--- config.mk ---
export PLATFORM = sky130hd
export DESIGN_NAME = spfm_serial_port
export DESIGN_NICKNAME = d
export VERILOG_FILES = /design/src/shared/spfm_pkg.sv /design/src/spfm_serial_port.sv /design/src/spfm_rate_gen.sv /design/src/spfm_bit_vote.sv
export SDC_FILE = /design/constraint.sdc
export NUM_CORES = 1
export LEC_CHECK = 0
export ABC_AREA = 1
export BUFFER_PORTS_ARGS = -buffer_cell sky130_fd_sc_hd__buf_4
export CAP_MARGIN = 20
export CORE_MARGIN = 8
export CORE_UTILIZATION = 33
export CTS_CLUSTER_SIZE = 20
export DETAILED_ROUTE_END_ITERATION = 8
export SKIP_CTS_REPAIR_TIMING = 1
export SYNTH_ARGS = -nofsm -noshare
export SYNTH_HDL_FRONTEND = slang
export SYNTH_SLANG_ARGS = --single-unit
--- constraint.sdc ---
create_clock -name ref_clk -period 2.55 [get_ports ref_clk]
set_input_delay 0.255 -clock ref_clk [delete_from_list [all_inputs] [get_ports ref_clk]]
set_output_delay 0.255 -clock ref_clk [all_outputs]
set_load 0.005 [all_outputs]
--- src/shared/spfm_pkg.sv ---
// Purpose: Shared constants and types of the four-mode serial port
// Assumes: ref_clk at 250 MHz is twice the oscillator rate
// Notes:   Register map, control fields, phase numbers, frame patterns
package spfm_pkg;

    // ------------------------------------------------------------
    // Register map and fields
    // ------------------------------------------------------------
    localparam logic [3:0] OFS_DATA    = 4'h0;
    localparam logic [3:0] OFS_CTRL    = 4'h4;
    localparam logic [3:0] OFS_CFG     = 4'h8;
    localparam logic [3:0] OFS_STAT    = 4'hc;
    localparam int         CTL_RXF     = 0;
    localparam int         CTL_TXF     = 1;
    localparam int         CTL_RX9     = 2;
    localparam int         CTL_TX9     = 3;
    localparam int         CTL_REN     = 4;
    localparam int         CTL_MPF     = 5;
    localparam int         CTL_MODE    = 6;
    localparam int         CFG_DBL     = 0;
    localparam int         CFG_CLK6    = 1;
    localparam int         STAT_TXA    = 0;
    localparam int         STAT_RXA    = 1;
    localparam logic [1:0] RESP_OKAY   = 2'b00;
    localparam logic [1:0] RESP_SLVERR = 2'b10;
    localparam logic       RST_DBL     = 1'b0;
    localparam logic       RST_CLK6    = 1'b0;

    // ------------------------------------------------------------
    // Timing and frame patterns
    // ------------------------------------------------------------
    localparam logic [3:0] PH_S1P1     = 4'h0;
    localparam logic [3:0] PH_S3P1     = 4'h4;
    localparam logic [3:0] PH_S5P2     = 4'h9;
    localparam logic [3:0] PH_S6P2     = 4'hb;
    localparam logic [3:0] DIV_LAST    = 4'hf;
    localparam logic [3:0] VOTE_A      = 4'h6;
    localparam logic [3:0] VOTE_B      = 4'h7;
    localparam logic [3:0] VOTE_C      = 4'h8;
    localparam logic [3:0] M2_BASE     = 4'h8;
    localparam logic [7:0] M0_RX_LOAD  = 8'h7f;
    localparam logic [8:0] ASY_RX_LOAD = 9'h1ff;
    localparam logic [7:0] TX_DONE_PAT = 8'h01;

    // ------------------------------------------------------------
    // Modes and states
    // ------------------------------------------------------------
    typedef enum logic [1:0] {
        MODE_SHIFT = 2'b00,
        MODE_ASY8  = 2'b01,
        MODE_FIX9  = 2'b10,
        MODE_VAR9  = 2'b11
    } spfm_mode_t;

    typedef enum logic [5:0] {
        TX_IDLE  = 6'b000001,
        TX_REQ   = 6'b000010,
        TX_GO    = 6'b000100,
        TX_START = 6'b001000,
        TX_SHIFT = 6'b010000,
        TX_FIN   = 6'b100000
    } spfm_tx_t;

    typedef enum logic [6:0] {
        RX_IDLE  = 7'b0000001,
        RX_M0ARM = 7'b0000010,
        RX_M0RUN = 7'b0000100,
        RX_M0FIN = 7'b0001000,
        RX_START = 7'b0010000,
        RX_BITS  = 7'b0100000,
        RX_HOLD  = 7'b1000000
    } spfm_rx_t;

endpackage

--- src/spfm_serial_port.sv ---
// Purpose: Four-mode serial port with AXI4-Lite register access
// Assumes: Pins synchronous to ref_clk; timerOvf from outside
// Notes:   rxd is two-way; txd is output only
//
// Design decisions made here: the AXI4-Lite register port and the placing of the registers.
`timescale 1ns/1ps
module spfm_serial_port
    import spfm_pkg::*;
(
    input  wire logic        ref_clk,
    input  wire logic        rst_n,
    input  wire logic [31:0] s_axi_awaddr,
    input  wire logic        s_axi_awvalid,
    output logic             s_axi_awready,
    input  wire logic [31:0] s_axi_wdata,
    input  wire logic [3:0]  s_axi_wstrb,
    input  wire logic        s_axi_wvalid,
    output logic             s_axi_wready,
    output logic [1:0]       s_axi_bresp,
    output logic             s_axi_bvalid,
    input  wire logic        s_axi_bready,
    input  wire logic [31:0] s_axi_araddr,
    input  wire logic        s_axi_arvalid,
    output logic             s_axi_arready,
    output logic [31:0]      s_axi_rdata,
    output logic [1:0]       s_axi_rresp,
    output logic             s_axi_rvalid,
    input  wire logic        s_axi_rready,
    input  wire logic        timerOvf,
    input  wire logic        rxdIn,
    output logic             rxdOut,
    output logic             rxdOe,
    output logic             txdOut,
    output logic             txActive,
    output logic             rxActive
);
    typedef struct packed {
        spfm_tx_t    tx;
        spfm_rx_t    rx;
        logic [1:0]  mode;
        logic        mpf;
        logic        ren;
        logic        tx9;
        logic        rx9;
        logic        txf;
        logic        rxf;
        logic        dbl;
        logic        clk6;
        logic [8:0]  txSh;
        logic [8:0]  rxSh;
        logic [7:0]  rxBuf;
        logic        txFirst;
        logic [3:0]  txDiv;
        logic [3:0]  rxDiv;
        logic        rxPrev;
        logic        m0Samp;
        logic        txdOut;
        logic        rxdOut;
        logic        rxdOe;
        logic        awHave;
        logic        awOk;
        logic [3:0]  awAddr;
        logic        wHave;
        logic [7:0]  wByte;
        logic [3:0]  wStrb;
        logic        bvalid;
        logic [1:0]  bresp;
        logic        rvalid;
        logic [31:0] rdata;
        logic [1:0]  rresp;
    } spfm_state_t;

    spfm_state_t q;
    spfm_state_t d;
    logic        phTick;
    logic [3:0]  phase;
    logic [3:0]  phNext;
    logic        bdTick;
    logic        voteBit;
    logic        isM0;
    logic        evS1P1;
    logic        evS5P2;
    logic        evS6P2;
    logic        txRoll;
    logic        bitDone;
    logic        edgeSeen;
    logic        doWr;
    logic        wrLow;

    // ------------------------------------------------------------
    // Timing sources
    // ------------------------------------------------------------
    spfm_rate_gen u_rate (
        .ref_clk    (ref_clk),
        .rst_n      (rst_n),
        .clk6Mode   (q.clk6),
        .baudDouble (q.dbl),
        .mode       (q.mode),
        .timerOvf   (timerOvf),
        .phaseTick  (phTick),
        .phase      (phase),
        .phaseNext  (phNext),
        .baudTick   (bdTick)
    );

    spfm_bit_vote u_vote (
        .ref_clk  (ref_clk),
        .rst_n    (rst_n),
        .baudTick (bdTick),
        .divCount (q.rxDiv),
        .rxdIn    (rxdIn),
        .voteBit  (voteBit)
    );

    assign isM0     = (q.mode == MODE_SHIFT);
    assign evS1P1   = phTick && phase == PH_S1P1;
    assign evS5P2   = phTick && phase == PH_S5P2;
    assign evS6P2   = phTick && phase == PH_S6P2;
    assign txRoll   = bdTick && q.txDiv == DIV_LAST;
    assign bitDone  = bdTick && q.rxDiv == VOTE_C;
    assign edgeSeen = bdTick && q.rxPrev && !rxdIn;
    assign doWr     = q.awHave && q.wHave;
    assign wrLow    = doWr && q.awOk && q.wStrb[0];

    // ------------------------------------------------------------
    // Bus handshake and pin outputs
    // ------------------------------------------------------------
    assign s_axi_awready = !q.awHave && !q.bvalid;
    assign s_axi_wready  = !q.wHave && !q.bvalid;
    assign s_axi_arready = !q.rvalid;
    assign s_axi_bvalid  = q.bvalid;
    assign s_axi_bresp   = q.bresp;
    assign s_axi_rvalid  = q.rvalid;
    assign s_axi_rdata   = q.rdata;
    assign s_axi_rresp   = q.rresp;
    assign txdOut        = q.txdOut;
    assign rxdOut        = q.rxdOut;
    assign rxdOe         = q.rxdOe;
    assign txActive      = q.tx == TX_START || q.tx == TX_SHIFT
                           || q.tx == TX_FIN;
    assign rxActive      = !(q.rx == RX_IDLE || q.rx == RX_M0ARM);

    // ------------------------------------------------------------
    // Next state
    // ------------------------------------------------------------
    always_comb begin
        logic        txSet;
        logic        rxSet;
        logic        clrT;
        logic        clrR;
        logic        m0TxOn;
        logic        m0RxOn;
        logic        shClk;
        logic        rdOk;
        logic [31:0] rd;
        d      = q;
        txSet  = 1'b0;
        rxSet  = 1'b0;
        clrT   = 1'b0;
        clrR   = 1'b0;
        m0TxOn = 1'b0;
        m0RxOn = 1'b0;
        shClk  = 1'b1;
        rdOk   = 1'b0;
        rd     = 32'h0;

        // Write channels
        if (s_axi_awvalid && s_axi_awready) begin
            d.awHave = 1'b1;
            d.awAddr = s_axi_awaddr[3:0];
            d.awOk   = s_axi_awaddr[31:4] == 28'h0
                       && s_axi_awaddr[1:0] == 2'b00;
        end
        if (s_axi_wvalid && s_axi_wready) begin
            d.wHave = 1'b1;
            d.wByte = s_axi_wdata[7:0];
            d.wStrb = s_axi_wstrb;
        end
        if (q.bvalid && s_axi_bready) begin
            d.bvalid = 1'b0;
        end
        if (doWr) begin
            d.awHave = 1'b0;
            d.wHave  = 1'b0;
            d.bvalid = 1'b1;
            d.bresp  = q.awOk ? RESP_OKAY : RESP_SLVERR;
        end

        // Async dividers and edge sampler
        if (bdTick) begin
            d.txDiv  = q.txDiv + 4'h1;
            d.rxDiv  = q.rxDiv + 4'h1;
            d.rxPrev = rxdIn;
        end

        // Transmitter
        unique case (q.tx)
            TX_IDLE: begin
            end
            TX_REQ: begin
                if (isM0 ? evS6P2 : txRoll) begin
                    d.tx = TX_GO;
                end
            end
            TX_GO: begin
                if (isM0 && evS6P2) begin
                    d.tx = TX_SHIFT;
                end else if (!isM0 && evS1P1) begin
                    d.tx     = TX_START;
                    d.txdOut = 1'b0;
                end
            end
            TX_START: begin
                if (txRoll) begin
                    d.tx     = TX_SHIFT;
                    d.txdOut = q.txSh[0];
                end
            end
            TX_SHIFT: begin
                if (isM0 && evS6P2) begin
                    d.txSh = {1'b0, q.txSh[8:1]};
                    if (q.txSh[8:1] == TX_DONE_PAT) begin
                        d.tx = TX_FIN;
                    end
                end else if (!isM0 && txRoll) begin
                    d.txSh    = {q.mode[1] && q.txFirst, q.txSh[8:1]};
                    d.txFirst = 1'b0;
                    d.txdOut  = q.txSh[1];
                    if (q.txSh[8:1] == TX_DONE_PAT
                        && !(q.mode[1] && q.txFirst)) begin
                        d.tx  = TX_IDLE;
                        txSet = 1'b1;
                    end
                end
            end
            TX_FIN: begin
                if (evS1P1) begin
                    d.tx  = TX_IDLE;
                    txSet = 1'b1;
                end
            end
        endcase

        // Receiver
        unique case (q.rx)
            RX_IDLE: begin
                if (isM0 && q.ren && !q.rxf) begin
                    d.rx = RX_M0ARM;
                end else if (!isM0 && q.ren && edgeSeen) begin
                    d.rx    = RX_START;
                    d.rxDiv = 4'h0;
                    d.rxSh  = ASY_RX_LOAD;
                end
            end
            RX_M0ARM: begin
                if (evS6P2) begin
                    d.rxSh = {1'b0, M0_RX_LOAD};
                    d.rx   = RX_M0RUN;
                end
            end
            RX_M0RUN: begin
                if (evS5P2) begin
                    d.m0Samp = rxdIn;
                end
                if (evS6P2) begin
                    d.rxSh[7:0] = {q.m0Samp, q.rxSh[7:1]};
                    if (!q.rxSh[0]) begin
                        d.rx    = RX_M0FIN;
                        d.rxBuf = {q.m0Samp, q.rxSh[7:1]};
                    end
                end
            end
            RX_M0FIN: begin
                if (evS1P1) begin
                    d.rx  = RX_IDLE;
                    rxSet = 1'b1;
                end
            end
            RX_START: begin
                if (bitDone) begin
                    if (voteBit) begin
                        d.rx = RX_IDLE;
                    end else begin
                        d.rxSh = {1'b0, q.rxSh[8:1]};
                        d.rx   = RX_BITS;
                    end
                end
            end
            RX_BITS: begin
                if (bitDone && q.rxSh[0]) begin
                    d.rxSh = {voteBit, q.rxSh[8:1]};
                end else if (bitDone) begin
                    if (!q.rxf && (!q.mpf || voteBit)) begin
                        d.rxBuf = q.rxSh[8:1];
                        d.rx9   = voteBit;
                        rxSet   = 1'b1;
                    end
                    d.rx = (q.mode == MODE_ASY8) ? RX_IDLE : RX_HOLD;
                end
            end
            RX_HOLD: begin
                if (bitDone) begin
                    d.rx = RX_IDLE;
                end
            end
        endcase

        // Register writes
        if (wrLow && q.awAddr == OFS_DATA) begin
            d.txSh    = {q.mode[1] ? q.tx9 : 1'b1, q.wByte};
            d.tx      = TX_REQ;
            d.txFirst = 1'b1;
        end
        if (wrLow && q.awAddr == OFS_CTRL) begin
            d.mode = q.wByte[CTL_MODE +: 2];
            d.mpf  = q.wByte[CTL_MPF];
            d.ren  = q.wByte[CTL_REN];
            d.tx9  = q.wByte[CTL_TX9];
            if (!rxSet) begin
                d.rx9 = q.wByte[CTL_RX9];
            end
            clrT = !q.wByte[CTL_TXF];
            clrR = !q.wByte[CTL_RXF];
        end
        if (wrLow && q.awAddr == OFS_CFG) begin
            d.dbl  = q.wByte[CFG_DBL];
            d.clk6 = q.wByte[CFG_CLK6];
        end
        d.txf = (q.txf && !clrT) || txSet;
        d.rxf = (q.rxf && !clrR) || rxSet;

        // Register reads
        if (q.rvalid && s_axi_rready) begin
            d.rvalid = 1'b0;
        end
        if (s_axi_arvalid && s_axi_arready) begin
            rdOk = s_axi_araddr[31:4] == 28'h0
                   && s_axi_araddr[1:0] == 2'b00;
            unique case (s_axi_araddr[3:2])
                2'd0: rd = {24'h0, q.rxBuf};
                2'd1: rd = {24'h0, q.mode, q.mpf, q.ren,
                            q.tx9, q.rx9, q.txf, q.rxf};
                2'd2: rd = {30'h0, q.clk6, q.dbl};
                2'd3: rd = {30'h0, rxActive, txActive};
            endcase
            d.rvalid = 1'b1;
            d.rdata  = rdOk ? rd : 32'h0;
            d.rresp  = rdOk ? RESP_OKAY : RESP_SLVERR;
        end

        // Pin drive
        m0TxOn = isM0 && (d.tx == TX_SHIFT || d.tx == TX_FIN);
        m0RxOn = isM0 && (d.rx == RX_M0RUN || d.rx == RX_M0FIN);
        shClk  = !(phNext >= PH_S3P1 && phNext <= PH_S5P2);
        if (isM0) begin
            d.txdOut = (m0TxOn || m0RxOn) ? shClk : 1'b1;
        end else if (d.tx == TX_IDLE || d.tx == TX_REQ || d.tx == TX_GO) begin
            d.txdOut = 1'b1;
        end
        d.rxdOe  = m0TxOn;
        d.rxdOut = m0TxOn ? d.txSh[0] : 1'b1;
    end

    // ------------------------------------------------------------
    // State register
    // ------------------------------------------------------------
    always_ff @(posedge ref_clk) begin
        if (!rst_n) begin
            q        <= '0;
            q.tx     <= TX_IDLE;
            q.rx     <= RX_IDLE;
            q.dbl    <= RST_DBL;
            q.clk6   <= RST_CLK6;
            q.txdOut <= 1'b1;
            q.rxdOut <= 1'b1;
            q.rxPrev <= 1'b1;
        end else begin
            q <= d;
        end
    end
endmodule // spfm_serial_port

--- src/spfm_rate_gen.sv ---
// Purpose: Machine-cycle phases and 16x baud tick
// Assumes: timerOvf is a one-cycle pulse per timer overflow
// Notes:   Oscillator taken as ref_clk / 2
`timescale 1ns/1ps
module spfm_rate_gen
    import spfm_pkg::*;
(
    input  wire logic       ref_clk,
    input  wire logic       rst_n,
    input  wire logic       clk6Mode,
    input  wire logic       baudDouble,
    input  wire logic [1:0] mode,
    input  wire logic       timerOvf,
    output logic            phaseTick,
    output logic [3:0]      phase,
    output logic [3:0]      phaseNext,
    output logic            baudTick
);
    typedef struct packed {
        logic       pre;
        logic [3:0] phase;
        logic [3:0] m2Cnt;
        logic       ovfHalf;
        logic       dblPend;
        logic       tick;
    } spfm_rg_t;

    spfm_rg_t   q;
    spfm_rg_t   d;
    logic [1:0] expo;
    logic [3:0] m2Max;

    assign expo      = {1'b0, baudDouble} + {1'b0, clk6Mode};
    assign m2Max     = (M2_BASE >> expo) - 4'h1;
    assign phaseTick = clk6Mode | q.pre;
    assign phase     = q.phase;
    assign baudTick  = q.tick;

    // ------------------------------------------------------------
    // Phase and baud dividers
    // ------------------------------------------------------------
    always_comb begin
        d      = q;
        d.pre  = ~q.pre;
        d.tick = 1'b0;
        if (phaseTick) begin
            d.phase = (q.phase == PH_S6P2) ? PH_S1P1 : q.phase + 4'h1;
        end
        if (mode == MODE_FIX9) begin
            if (q.m2Cnt >= m2Max) begin
                d.m2Cnt = 4'h0;
                d.tick  = 1'b1;
            end else begin
                d.m2Cnt = q.m2Cnt + 4'h1;
            end
        end else if (timerOvf) begin
            unique case (expo)
                2'd0: begin
                    d.ovfHalf = ~q.ovfHalf;
                    d.tick    = q.ovfHalf;
                end
                2'd1: d.tick = 1'b1;
                default: begin
                    d.tick    = 1'b1;
                    d.dblPend = 1'b1;
                end
            endcase
        end else if (q.dblPend) begin
            d.tick    = 1'b1;
            d.dblPend = 1'b0;
        end
    end

    assign phaseNext = d.phase;

    always_ff @(posedge ref_clk) begin
        if (!rst_n) begin
            q <= '0;
        end else begin
            q <= d;
        end
    end
endmodule // spfm_rate_gen

--- src/spfm_bit_vote.sv ---
// Purpose: Two-of-three bit detector for asynchronous reception
// Assumes: divCount is the receive divide-by-16 count
// Notes:   Third sample is the live pin
`timescale 1ns/1ps
module spfm_bit_vote
    import spfm_pkg::*;
(
    input  wire logic       ref_clk,
    input  wire logic       rst_n,
    input  wire logic       baudTick,
    input  wire logic [3:0] divCount,
    input  wire logic       rxdIn,
    output logic            voteBit
);
    typedef struct packed {
        logic s1;
        logic s2;
    } spfm_vote_t;

    spfm_vote_t q;
    spfm_vote_t d;

    always_comb begin
        d = q;
        if (baudTick && divCount == VOTE_A) begin
            d.s1 = rxdIn;
        end
        if (baudTick && divCount == VOTE_B) begin
            d.s2 = rxdIn;
        end
    end

    assign voteBit = (q.s1 & q.s2) | (q.s1 & rxdIn) | (q.s2 & rxdIn);

    always_ff @(posedge ref_clk) begin
        if (!rst_n) begin
            q <= '0;
        end else begin
            q <= d;
        end
    end
endmodule // spfm_bit_vote

# Word-level counts from Yosys, hierarchy flattened
# Cells that the tools add are included.
[classes]
n_reduce_logical = 96
n_bitwise = 10
n_mul = 0
eq_ne = 52
muxes = 95
add_sub_neg = 6
order_cmp = 3
div = 0
n_shift = 1
[ops]
columns = ["cell", "n"]
rows = [
  ["$pmux W32 S4", 1],
  ["$mux W9", 10],
  ["$mux W7", 11],
  ["$mux W6", 11],
  ["$logic_not A28 Y1", 2],
  ["$pmux W7 S7", 1],
  ["$logic_and A1 B1 Y1", 40],
  ["$pmux W8 S5", 1],
  ["$mux W1", 36],
  ["$mux W35", 1],
  ["$mux W32", 1],
  ["$mux W8", 4],
  ["$pmux W6 S5", 1],
  ["$mux W4", 6],
  ["$ne A2 B2 Y1 const B", 11],
  ["$eq A4 B4 Y1 const B", 5],
  ["$add A4 B1 Y4 const B", 4],
  ["$mux W16", 1],
  ["$pmux W8 S2", 1],
  ["$logic_not A1 Y1", 15],
  ["$eq A7 B3 Y1 const B", 2],
  ["$eq A7 B4 Y1 const B", 2],
  ["$eq A4 B3 Y1 const B", 3],
  ["$eq A6 B2 Y1 const B", 2],
  ["45 further kinds", 91],
]
[totals]
in_bits = 109
latchBits = 0
register_bits = 131
out_inout_bits = 46
ram_bits = 0
n_memories = 0
romBits = 0

# Depth between registers and ports, before layout
[logic_depth]
ltp_word = 14
depth_mapped = 16
mapped_depth_nobuf = 16

# Modules after synthesis
# A second synthesis with hierarchy kept.
[hier_totals]
cells_unflattened = 849
hier_area_um2 = 5844.4
[by_module_without_submodules]
columns = ["mod", "area_per_inst_um2", "n_inst", "cells_each"]
rows = [
  ["spfm_serial_port", 4976.0, 1, 727],
  ["spfm_rate_gen", 749.5, 1, 103],
  ["spfm_bit_vote", 118.9, 1, 19],
]

# Worst setup path after synthesis
# OpenSTA, ideal clock, no wires.
[synth_timing]
path_type = "register to register"
start = "register q[97] in the netlist's numbering"
end = "register u_rate.q[4] in the netlist's numbering"
t_arrival_ns = 1.789
setup_slack_ns = 0.683
stages_incl_launch_ff = 11
path_buffers = 0
synth_period_minus_slack_ns = 1.867
path_cell_list = "dfxtp_1 -> inv_1 -> ha_1 -> nand2_1 -> ha_1 -> inv_1 -> a21boi_0 -> o21a_1 -> o31ai_1 -> nand2_1 -> nor3_1"
[synth_via]
elab_chain_cells = 5
[synth_rtl]
columns = ["element", "line", "text"]
rows = [
  ["start: declaration", "spfm_serial_port.sv:73", "spfm_state_t q;"],
  ["$add A1 B1 Y2", "spfm_rate_gen.sv:33", "assign expo = {1'b0, baudDouble} + {1'b0, clk6Mode};"],
  ["$shr A4 B2 Y4", "spfm_rate_gen.sv:34", "assign m2Max = (M2_BASE >> expo) - 4'h1;"],
  ["$sub A4 B1 Y4", "spfm_rate_gen.sv:34", ""],
  ["$ge A4 B4 Y1", "spfm_rate_gen.sv:50", "if (q.m2Cnt >= m2Max) begin"],
  ["$mux W4", "spfm_rate_gen.sv:50", ""],
  ["end signal: assignment", "spfm_rate_gen.sv:78", "q <= '0;"],
  ["end signal: assignment", "spfm_rate_gen.sv:80", "q <= d;"],
  ["end: declaration", "spfm_rate_gen.sv:28", "spfm_rg_t q;"],
]
# Every way passes these cells.
# A chain may end at the register's enable or synchronous reset.

# Worst setup path in the final report
# Ends and elaborated chain as after synthesis.

==> flow_summary.ini <==
[status]
status = completed

[timing]
min_period_over_period_pct = 83.2
tns_ps = 0
fmax_mhz = 471
finalSetupViolCount = 0
rsz0062_at_grt = no
clock_skew_ps = 9.66
max_slew_margin_pct = 33.5
min_period_ps = 2120
hold_viol_final = 0
worst_pin_slew_ps = 992
finalMaxSlewViolations = 0

[die]
fp-row-count = 48
dieArea_sq_mm = 0.0218
core_region_area_sq_mm = 0.0171
initial_utilization_pct = 33.4
fp.dieW_um = 148
ios = 155
die_h_um = 148

[clock_tree]
insertion_delay_ps = 350
cts_tree = yes
clk_pin_slew_ps = 70
cts-root-buf = clkbuf_16
clock_sinks = 105
ctsHtreeMaxLevel = 3
numCtsBuffers = 9
cts_buffer_depth = 2

[power]
power.total_mw = 3.61
power.leakage_nw = 2.99
ir_drop_v = 0.000348
p_per_area_mw_per_mm2 = 526

[drt]
drc = 0
final_antenna_net_count = 0
routed_wl_um = 14600
routedWlPerCell_um = 13.1
first_pass_iters = 5
vias = 5244
drt_iter0_drc = 301
avgViaCountPerCell = 4.71

[yosys]
ys_seq_area_share_pct = 36.8
ys_seq_elements = 105
synth_area_sq_mm = 0.00572
synthDistinctLibCells = 55
avgSynthCellArea_sq_um = 7.18
ys_async_sr_fraction_pct = 0
synth_most_common_cell = nand2_1
yosysWarnings = 0
synth-edff-count = 0
synth_common_cells = nand2_1 (135), dfxtp_1 (105), nor2_1 (90)
synth_cells = 796
yosysTopAreaCellShare_pct = 36.8
synthFlopType = dfxtp_1
synth_area_leaders = dfxtp_1 (37%), nand2_1 (8.9%), nor2_1 (5.9%)
synth_area_leader_cell = dfxtp_1

[setup_path]
path_max_fanout = 5
start_kind = register
critPathRequiredTime_ps = 2820
worstSetupEndpointType = register
worstSetupPathType = reg2reg
cp.arrival_ps = 2400

[finish]
drive_above_1_share_pct = 21.1
utilization_pct = 40.2
finalNonFillerCells = 1114
finalNetCount = 1008
area_growth_pct = 20.2
antenna_cells = 0

[global_route]
grt_pass1_wl_um = 23800
use_met3_pct = 3.88
use_met2_pct = 22.5
antenna_found_initial = 0
met1_usage_pct = 16.1
grt_pass1_vias = 4910
grtUsageTotal_pct = 13.3
overflow = 0
grt_max_degree = 62
busiest_layer = met2

[place]
hpwl_um = 11300
portBuffers = 101
dpl.cell_count = 1098
place_congestion = 0.887

[worst_hold_path]
hold_path_class = in2reg

[flow_run]
max_cap_viol_count = 0
-- path summary, 6_finish.rpt --
check	cells past startpoint	end	start	slack, ps
hold reg to reg	1	s_axi_bresp[1]	q[55]	460
hold / removal	4	s_axi_bvalid	s_axi_bready	150
setup reg to reg	10	u_rate.q[4]	q[97]	430
setup / recovery	10	u_rate.q[4]	q[97]	430
-- stage by stage --
stage               hold WS (ps)  setup slack [ps]  cell area, sq um
floorplan                    414               683              5810
global placement             432               438              6520
detailed placement           444               440              6520
CTS                          141               409              6870
global route                 162               186              6870
finish                       149               428              6870
-- final cells by class --
type | instances | area, sq um
Fill cell | 1791 | 10200
Clock inverter | 6 | 113
Tap cell | 225 | 282
Clock buffer | 10 | 239
Timing Repair Buffer | 105 | 788
Multi-Input combinational cell | 551 | 2930
Inverter | 112 | 420
Sequential cell | 105 | 2100
-- cells in the final DEF (no fill, tap or decap), types with 4 or more instances in the layout --
cell type / n
a21oi_1: 56
nand4_1: 14
o21ai_0: 55
a31oi_1: 6
nand3_1: 38
dfxtp_1: 105
buf_4: 105
nor3_1: 17
ha_1: 15
nand2_1: 135
inv_2: 24
nor2_4: 4
inv_1: 85
nor4_1: 17
o211ai_1: 6
clkbuf_16: 9
nand2_2: 6
o21a_1: 4
conb_1: 26
o22ai_1: 8
nor2_1: 90
nor2_2: 9
-- state kept, by name, summed over array words and instances (netlist names) --
register / cells
s_axi_bvalid: 1
u_rate.baudTick: 1
u_vote.q: 2
rxdOut: 1
s_axi_bresp: 1
s_axi_rresp: 1
q: 76
txdOut: 1
u_rate.q: 7
s_axi_rdata: 8
rxdOe: 1
u_rate.phase: 4
s_axi_rvalid: 1
-- power by group --
| part | switching (mW) | internal, mW | total [mW] |
|---|---|---|---|
| logic | 0.147 | 0.136 | 0.283 |
| registers | 0.0301 | 1.68 | 1.71 |
| clock network | 0.631 | 0.992 | 1.62 |
-- routing by layer --
metal / vias to the layer above / routed length, um
li1: 2757 / -
met1: 2326 / 6550
met2: 148 / 6730
met3: 13 / 1090
met4: 0 / 231
met5: - / 0
-- worst max-delay path: stages (launching register included) --
cell and delay, ps:
dfxtp_1 440, inv_1 130, ha_1 290, nand2_1 50
ha_1 260, inv_1 50, a21boi_0 70, o21a_1 170
o31ai_1 260, nand2_1 170, nor3_1 150
-- kinds of logic after synthesis --
group	Yosys count	synth area share (%)
AOI/OAI and AO/OA	157	16.0
DFF	105	36.8
and+or+nand+nor	348	29.5
adders and majority gates	15	3.28
buffers and inverters	165	13.6
other	1	0.0656
xor gates and xnor gates	4	0.613
muxes	1	0.175
Power figures use the tool's default switching activity.
